==> config.mk <==
export PLATFORM = sky130hd
export DESIGN_NAME = rac_top
export DESIGN_NICKNAME = d
export VERILOG_FILES = /design/src/rac_pkg.sv /design/src/rac_if.sv /design/src/rac_gain_table.sv /design/src/rac_settle_timer.sv /design/src/rac_top.sv
export SDC_FILE = /design/constraint.sdc
export NUM_CORES = 1
export LEC_CHECK = 0
export ABC_AREA = 1
export BUFFER_PORTS_ARGS = -buffer_cell sky130_fd_sc_hd__buf_2
export CAP_MARGIN = 0
export CORE_ASPECT_RATIO = 1.1
export CORE_MARGIN = 2
export CORE_UTILIZATION = 49
export CTS_CLUSTER_DIAMETER = 40
export DETAILED_ROUTE_END_ITERATION = 7
export PLACE_DENSITY = 0.77
export SYNTH_ARGS = -nofsm -noshare
export SYNTH_HDL_FRONTEND = slang
export SYNTH_HIERARCHICAL = 1
export SYNTH_SLANG_ARGS = --single-unit
==> constraint.sdc <==
create_clock -name mclk_i -period 2.15 [get_ports mclk_i]
set_input_delay 0.43 -clock mclk_i [delete_from_list [all_inputs] [get_ports mclk_i]]
set_output_delay 0.43 -clock mclk_i [all_outputs]
set_load 0.01 [all_outputs]
==> src/rac_pkg.sv <==
`default_nettype none
package rac_pkg;

    // Command frame selection, bytes 1 and 2
    localparam logic [7:0]  RAC_CMD_ADJUSTING_CODE = 8'h3E;
    localparam logic [7:0]  RAC_CMD_ADJUSTING_SEL  = 8'h00;

    // Sub-command codes, byte 5
    localparam logic [7:0]  RAC_SUB_READ           = 8'h00;
    localparam logic [7:0]  RAC_SUB_WRITE          = 8'h01;

    // Setting address of the rigidity level
    localparam logic [15:0] RAC_ADDR_RIGIDITY      = 16'h2003;

    // Rigidity level range and reset value
    localparam logic [3:0]  RAC_LEVEL_MIN          = 4'h1;
    localparam logic [3:0]  RAC_LEVEL_MAX          = 4'hA;
    localparam logic [3:0]  RAC_LEVEL_RESET        = 4'h4;

    // Apply time: one second at the system clock
    localparam int          RAC_APPLY_TIME_S       = 32'h0000_0001;
    localparam int          RAC_CLK_FREQ_HZ        = 32'h0773_5940;
    localparam int          RAC_APPLY_CYCLES       = RAC_APPLY_TIME_S * RAC_CLK_FREQ_HZ;

    // Direct gain parameter select
    typedef enum logic [1:0] {
        RAC_SEL_POS_GAIN,
        RAC_SEL_SPEED_GAIN,
        RAC_SEL_INTEG_TIME,
        RAC_SEL_FILT_TIME
    } rac_param_sel_t;

    // Gain targets for levels 10 down to 1
    localparam logic [9:0][15:0] RAC_LOOP_GAIN_TBL = {
        16'h00FA, 16'h00C8, 16'h00A0, 16'h0078, 16'h0055,
        16'h003C, 16'h0028, 16'h001E, 16'h0014, 16'h000F};
    localparam logic [9:0][15:0] RAC_INTEG_TIME_TBL = {
        16'h0190, 16'h01F4, 16'h0258, 16'h0320, 16'h03E8,
        16'h05DC, 16'h07D0, 16'h0BB8, 16'h1194, 16'h1770};
    localparam logic [9:0][15:0] RAC_FILT_TIME_TBL = {
        16'h000A, 16'h000F, 16'h0014, 16'h001E, 16'h0032,
        16'h0046, 16'h0064, 16'h0082, 16'h00C8, 16'h00FA};

    function automatic logic rac_level_ok(input logic [15:0] value);
        rac_level_ok = (value >= {12'h000, RAC_LEVEL_MIN}) && (value <= {12'h000, RAC_LEVEL_MAX});
    endfunction

    // Out-of-range levels fall back to the reset level
    function automatic logic [3:0] rac_level_index(input logic [3:0] level);
        if ((level >= RAC_LEVEL_MIN) && (level <= RAC_LEVEL_MAX)) begin
            rac_level_index = level - 4'h1;
        end else begin
            rac_level_index = RAC_LEVEL_RESET - 4'h1;
        end
    endfunction

endpackage
`default_nettype wire

==> src/rac_if.sv <==
`timescale 1ns/10ps
`default_nettype none

interface rac_gain_if;
    logic [3:0]  level;
    logic [15:0] pos_gain;
    logic [15:0] speed_gain;
    logic [15:0] integ_time;
    logic [15:0] filt_time;
    modport table_side (input level, output pos_gain, speed_gain, integ_time, filt_time);
    modport user_side  (output level, input pos_gain, speed_gain, integ_time, filt_time);
endinterface

interface rac_timer_if;
    logic start;
    logic busy;
    logic done;
    modport timer_side (input start, output busy, done);
    modport user_side  (output start, input busy, done);
endinterface

`default_nettype wire

==> src/rac_gain_table.sv <==
`timescale 1ns/10ps
`default_nettype none

module rac_gain_table
    import rac_pkg::*;
(
    rac_gain_if.table_side gif
);
    logic [3:0] idx;

    always_comb begin
        idx            = rac_level_index(gif.level);
        gif.pos_gain   = RAC_LOOP_GAIN_TBL[idx];
        gif.speed_gain = RAC_LOOP_GAIN_TBL[idx];
        gif.integ_time = RAC_INTEG_TIME_TBL[idx];
        gif.filt_time  = RAC_FILT_TIME_TBL[idx];
    end

endmodule
`default_nettype wire

==> src/rac_settle_timer.sv <==
`timescale 1ns/10ps
`default_nettype none

module rac_settle_timer
    import rac_pkg::*;
#(
    parameter int CYCLES = RAC_APPLY_CYCLES
)
(
    // Clock and reset
    input  wire logic   mclk_i,
    input  wire logic   rst_b_i,
    // Control
    rac_timer_if.timer_side tif
);
    localparam int W = $clog2(CYCLES + 1);

    typedef struct packed {
        logic         busy;
        logic         done;
        logic [W-1:0] cnt;
    } rac_timer_state_t;

    rac_timer_state_t st;
    rac_timer_state_t next_st;

    always_comb begin
        next_st      = st;
        next_st.done = 1'b0;
        if (st.busy) begin
            if (st.cnt == '0) begin
                next_st.busy = 1'b0;
                next_st.done = 1'b1;
            end else begin
                next_st.cnt = st.cnt - 1'b1;
            end
        end else if (tif.start) begin
            next_st.busy = 1'b1;
            next_st.cnt  = W'(CYCLES - 1);
        end
    end

    always_ff @(posedge mclk_i) begin
        if (!rst_b_i) begin
            st <= '0;
        end else begin
            st <= next_st;
        end
    end

    assign tif.busy = st.busy;
    assign tif.done = st.done;
endmodule
`default_nettype wire

==> src/rac_top.sv <==
`timescale 1ns/10ps
`default_nettype none

module rac_top
    import rac_pkg::*;
#(
    parameter int APPLY_CYCLES = RAC_APPLY_CYCLES
)
(
    // Clock and reset
    input  wire logic        mclk_i,
    input  wire logic        rst_b_i,
    // Command frame
    input  wire logic        cmd_valid_i,
    input  wire logic [7:0]  cmd_code_i,
    input  wire logic [7:0]  cmd_sel_i,
    input  wire logic [7:0]  sub_command_code_i,
    input  wire logic [15:0] setting_address_i,
    input  wire logic [15:0] setting_value_i,
    // Response frame
    output logic             rsp_valid_o,
    output logic [7:0]       sub_answer_code_o,
    output logic [15:0]      rsp_setting_address_o,
    output logic [15:0]      rsp_setting_value_o,
    output logic             rsp_alarm_o,
    output logic             rsp_warning_o,
    output logic             command_accepted_flag_o,
    // Direct gain parameter writes
    input  wire logic        autotune_en_i,
    input  wire logic        param_wr_i,
    input  wire logic [1:0]  param_sel_i,
    input  wire logic [15:0] param_val_i,
    // Tuning targets
    output logic [3:0]       rigidity_level_o,
    output logic [15:0]      position_loop_gain_param_o,
    output logic [15:0]      speed_loop_gain_param_o,
    output logic [15:0]      speed_integral_time_param_o,
    output logic [15:0]      torque_filter_time_param_o
);

    typedef struct packed {
        logic        rsp_valid;
        logic [7:0]  answer;
        logic [15:0] addr;
        logic [15:0] value;
        logic        alarm;
        logic        warning;
        logic [3:0]  level;
        logic [3:0]  pending;
        logic [15:0] pos_gain;
        logic [15:0] speed_gain;
        logic [15:0] integ_time;
        logic [15:0] filt_time;
    } rac_top_state_t;

    localparam logic [3:0] RST_IDX = RAC_LEVEL_RESET - 4'h1;

    localparam rac_top_state_t RESET_STATE = '{
        rsp_valid:  1'b0,
        answer:     8'h00,
        addr:       16'h0000,
        value:      16'h0000,
        alarm:      1'b0,
        warning:    1'b0,
        level:      RAC_LEVEL_RESET,
        pending:    RAC_LEVEL_RESET,
        pos_gain:   RAC_LOOP_GAIN_TBL[RST_IDX],
        speed_gain: RAC_LOOP_GAIN_TBL[RST_IDX],
        integ_time: RAC_INTEG_TIME_TBL[RST_IDX],
        filt_time:  RAC_FILT_TIME_TBL[RST_IDX]
    };

    rac_top_state_t st;
    rac_top_state_t next_st;
    logic           is_adjusting;

    rac_gain_if  gif ();
    rac_timer_if tif ();

    rac_gain_table u_table (
        .gif (gif)
    );

    rac_settle_timer #(
        .CYCLES (APPLY_CYCLES)
    ) u_timer (
        .mclk_i  (mclk_i),
        .rst_b_i (rst_b_i),
        .tif     (tif)
    );

    // Table looks up the level being applied, not the one in force
    assign gif.level = st.pending;

    // Other command codes belong to other handlers and get no answer here
    assign is_adjusting = cmd_valid_i && (cmd_code_i == RAC_CMD_ADJUSTING_CODE)
                          && (cmd_sel_i == RAC_CMD_ADJUSTING_SEL);

    always_comb begin
        next_st           = st;
        next_st.rsp_valid = 1'b0;
        tif.start         = 1'b0;
        if (is_adjusting) begin
            next_st.rsp_valid = 1'b1;
            next_st.answer    = sub_command_code_i;
            next_st.addr      = setting_address_i;
            next_st.value     = 16'h0000;
            next_st.alarm     = 1'b0;
            next_st.warning   = 1'b0;
            case (sub_command_code_i)
                RAC_SUB_READ: begin
                    if (setting_address_i == RAC_ADDR_RIGIDITY) begin
                        next_st.value = {12'h000, st.level};
                    end else begin
                        next_st.alarm = 1'b1;
                    end
                end
                RAC_SUB_WRITE: begin
                    next_st.value = setting_value_i;
                    if (setting_address_i != RAC_ADDR_RIGIDITY) begin
                        next_st.alarm = 1'b1;
                    end else if (!rac_level_ok(setting_value_i)) begin
                        next_st.warning = 1'b1;
                    end else if (tif.busy) begin
                        // A second write cannot overtake one still settling
                        next_st.warning = 1'b1;
                    end else begin
                        next_st.pending = setting_value_i[3:0];
                        tif.start       = 1'b1;
                    end
                end
                default: begin
                    next_st.alarm = 1'b1;
                end
            endcase
        end
        if (tif.done) begin
            next_st.level      = st.pending;
            next_st.pos_gain   = gif.pos_gain;
            next_st.speed_gain = gif.speed_gain;
            next_st.integ_time = gif.integ_time;
            next_st.filt_time  = gif.filt_time;
        end
        // A direct write in the same cycle as an apply wins
        if (param_wr_i && autotune_en_i) begin
            case (param_sel_i)
                RAC_SEL_POS_GAIN: begin
                    next_st.pos_gain = param_val_i;
                end
                RAC_SEL_SPEED_GAIN: begin
                    next_st.speed_gain = param_val_i;
                end
                RAC_SEL_INTEG_TIME: begin
                    next_st.integ_time = param_val_i;
                end
                RAC_SEL_FILT_TIME: begin
                    next_st.filt_time = param_val_i;
                end
                default: begin
                    next_st.pos_gain = st.pos_gain;
                end
            endcase
        end
    end

    always_ff @(posedge mclk_i) begin
        if (!rst_b_i) begin
            st <= RESET_STATE;
        end else begin
            st <= next_st;
        end
    end

    assign rsp_valid_o                 = st.rsp_valid;
    assign sub_answer_code_o           = st.answer;
    assign rsp_setting_address_o       = st.addr;
    assign rsp_setting_value_o         = st.value;
    assign rsp_alarm_o                 = st.alarm;
    assign rsp_warning_o               = st.warning;
    assign command_accepted_flag_o     = !tif.busy;
    assign rigidity_level_o            = st.level;
    assign position_loop_gain_param_o  = st.pos_gain;
    assign speed_loop_gain_param_o     = st.speed_gain;
    assign speed_integral_time_param_o = st.integ_time;
    assign torque_filter_time_param_o  = st.filt_time;
endmodule
`default_nettype wire

==> metrics.yaml <==
floorplanning:
  initial_utilization_pct: 50.3
  core_um2: 15700
  placementRows: 48
  ioPinCount: 191
  die-area_um2: 17200
  die_w_um: 125
  die_h_um: 137
layout:
  finalNetCount: 1417
  drive_gt1_share_pct: 24.1
  multi_input_area_um2: 4290
  final_common_cell: "nand2_1"
  mostFrequentLayoutCells: "nand2_1 (277), nor2_1 (223), buf_2 (190), dfxtp_1 (141), inv_1 (83)"
  fin_cells: 1539
  area_growth_pct: 22.0
  final_util_pct: 61.3
  area.sequential_um2: 2890
  nFillCells: 1473
  num_antenna_cells: 0
setup_path:
  critPathMaxFanout: 5
  start_kind: "register"
  path_buf_inv: 5
  slowest_stage: "dfxtp_4"
  cp_slowest_stage_delay_ns: 0.36
  arrival_ns: 2.34
  r2r-start: "gif.level[0]$_SDFFE_PN0P_"
  cp.depth: 17
  worst-r2r-setup-slack_ns: 0.14
  required_ns: 2.48
  reg2reg_to: "speed_integral_time_param_o[2]$_SDFF_PN0_"
  crit_top_cell: "nand2_1"
  rr_worst_depth: 17
  critical_path.cell_chain: "inv_6 -> ha_1 -> inv_1 -> nand2_1 -> nand2_1 -> nand2_2 -> nand2_4 -> nor2_4 -> buf_6 -> buf_4 -> ha_1 -> inv_1 -> nand2_1 -> nand3_1 -> nand2_1 -> nand2_1 -> a311oi_1"
  critical_path_class: "register to register"
  critical_path.top_delay_family: "simple AND/OR/NAND/NOR gates"
  endpoint_kind: "register"
synthesis:
  yosysSeqAreaShare_pct: 36.4
  ys_ff_latch: 144
  ys_types: 42
  synth_area_leader_cell: "dfxtp_1"
  syn_avg_cell_area_um2: 6.85
  yosysWarnings: 6
  synth.area.top_cells: "dfxtp_1 (36%), nand2_1 (13%), nor2_1 (11%)"
  syn_inst: 1154
  synthDominantCellAreaShare_pct: 36.4
  synth.cell_area_um2: 7910
clocking:
  clk_pin_slew_ns: 0.06
  cts_root_buf: "clkbuf_16"
  hold_buffers: 0
  cts_buffers: 17
  cts_sinks: 144
  cts-htree-levels: 4
  cts_tree: "done"
  ctsLongestPathBuffers: 2
  clk-insertion-delay-late_ns: 0.42
global_routing:
  antenna_found_initial: 0
  grt_pass1_vias: 7189
  grt_pass1_wl_mm: 34.5
  grt_util_all_layers_pct: 24.3
  grt_max_degree: 72
  overflow: 0
min_path:
  whs_path_depth: 3
  hold_path_end: "rsp_setting_address_o[1]$_SDFFE_PN0P_"
  hp-start: "setting_address_i[1]"
  hp-class: "input port to register"
route:
  vias: 7973
  ant_nets: 0
  avgViaCountPerCell: 5.18
  avgRoutedWirePerCell_um: 13.6
  firstDrtPassIters: 5
  route.detailed.drc: 0
  routed_wl_mm: 21.0
  drtIter0Drc: 551
placed_design:
  gp_congestion: 0.918
  dp.cells: 1501
  io_buffers: 190
  place_hpwl_mm: 14.8
sta:
  finalSetupViolations: 0
  clock_skew_ns: 0.00687
  hold_violations: 0
  period_needed_ns: 2.01
  relSlewSlack_pct: 53.5
  drv_slew: 0
  fmax_mhz: 497
  tightest_slew_ns: 0.697
  period_share_pct: 93.5
run_status:
  outcome: "finished clean"
power:
  vdd_drop_max_uv: 411
  p_per_area_nw_per_um2: 660
  leakagePower_nw: 4.45
job:
  cap_violations: 0
==> registers in the layout (all words and copies together) (netlist names) <==
register and cells:
rsp_setting_address_o 16, rsp_setting_value_o 16, rsp_alarm_o 1, u_timer/st 27, speed_loop_gain_param_o 16, rsp_valid_o 1, u_timer/tif.done 1, speed_integral_time_param_o 16
torque_filter_time_param_o 16, rigidity_level_o 4, rsp_warning_o 1, sub_answer_code_o 8, u_timer/tif.busy 1, position_loop_gain_param_o 16, gif.level 4
==> how the worst max path moves through the flow <==
stage	startpoint	end	slack (ns)
final	gif.level[0]$_SDFFE_PN0P_	speed_integral_time_param_o[2]$_SDFF_PN0_	0.14
after global routing	gif.level[0]$_SDFFE_PN0P_	speed_integral_time_param_o[11]$_SDFF_PN0_	-0.02
after detailed placement	gif.level[1]$_SDFFE_PN0P_	torque_filter_time_param_o[5]$_SDFF_PN1_	-0.05
after floorplan	gif.level[0]$_SDFFE_PN0P_	speed_loop_gain_param_o[4]$_SDFF_PN0_	0.0009
after CTS	gif.level[0]$_SDFFE_PN0P_	torque_filter_time_param_o[5]$_SDFF_PN1_	0.02
after global placement	gif.level[0]$_SDFFE_PN0P_	torque_filter_time_param_o[5]$_SDFF_PN1_	-0.02
==> Yosys cell counts (all sizes together) <==
master and n:
nor3 7, o31ai 14, clkinv 1, nand2 292
a21oi 50, o21ai 51, dfxtp 144, or2 1
xor2 3, conb 1, buf 69, nand3b 6
o211ai 1, nor2 238, and3 1, nand3 72
clkbuf 22, a311oi 51, ha 12, inv 99
and2 1, o311ai 2, nand4 13, a21boi 1
xnor2 2
==> what timing repair did <==
item                       CTS  global route
cloned                       0             0
buffers inserted             3             3
setup endpoints to repair    7            20
resized for setup            6            21
pin swaps                    5            10
==> layer usage <==
| metal | wire, um | track usage, % |
|---|---|---|
| met3 | 1060 | 5.05 |
| met2 | 10000 | 40.7 |
| met1 | 9330 | 31.1 |
| met5 | 0 | 0 |
| met4 | 561 | 9.20 |
==> cell families after synthesis <==
| family | share of synthesized area [%] |
|---|---|
| other | 0.0474 |
| buffers and inverters | 12.0 |
| flip-flops | 36.4 |
| adder cells (fa/ha/maj) | 1.90 |
| XOR/XNOR | 0.554 |
| AND/OR/NAND/NOR | 34.1 |
| AO/OA/AOI/OAI | 14.9 |
==> worst reg2reg max path: stages, from the launching register on <==
cell and delay, ns:
dfxtp_4 0.36, inv_6 0.07, ha_1 0.13, inv_1 0.03
nand2_1 0.06, nand2_1 0.06, nand2_2 0.08, nand2_4 0.06
nor2_4 0.10, buf_6 0.13, buf_4 0.12, ha_1 0.13
inv_1 0.03, nand2_1 0.05, nand3_1 0.09, nand2_1 0.07
nand2_1 0.06, a311oi_1 0.27
==> where the power goes <==
| part | switching [W] | internal, W | leakage (nW) |
|---|---|---|---|
| clock | 0.00113 | 0.00212 | 0.312 |
| combinational | 0.000234 | 0.000148 | 2.97 |
| sequential | 0.0000234 | 0.00271 | 1.17 |
==> through the flow <==
stage | setup TNS [ns] | instance area (um2) | power [W] | hold WS (ns) | setup slack [ns]
floorplan | 0 | 8030 | 0.00302 | 0.439 | 0.000935
global placement | -0.0204 | 8850 | 0.00316 | 0.449 | -0.0204
detailed placement | -0.378 | 8850 | 0.00317 | 0.454 | -0.0472
CTS | 0 | 9530 | 0.00641 | 0.259 | 0.0170
global route | -0.0320 | 9650 | 0.00658 | 0.259 | -0.0174
finish | 0 | 9650 | 0.00637 | 0.270 | 0.139
==> layout make-up <==
class	instances	share of cell area, %
timing repair buffer	216	12.3
tap	200	2.59
sequential	144	30.0
multi-input combinational	847	44.4
clock inverter	9	1.87
clock buffer	23	4.85
inverter	100	3.98
Power figures use the tool's default switching activity.
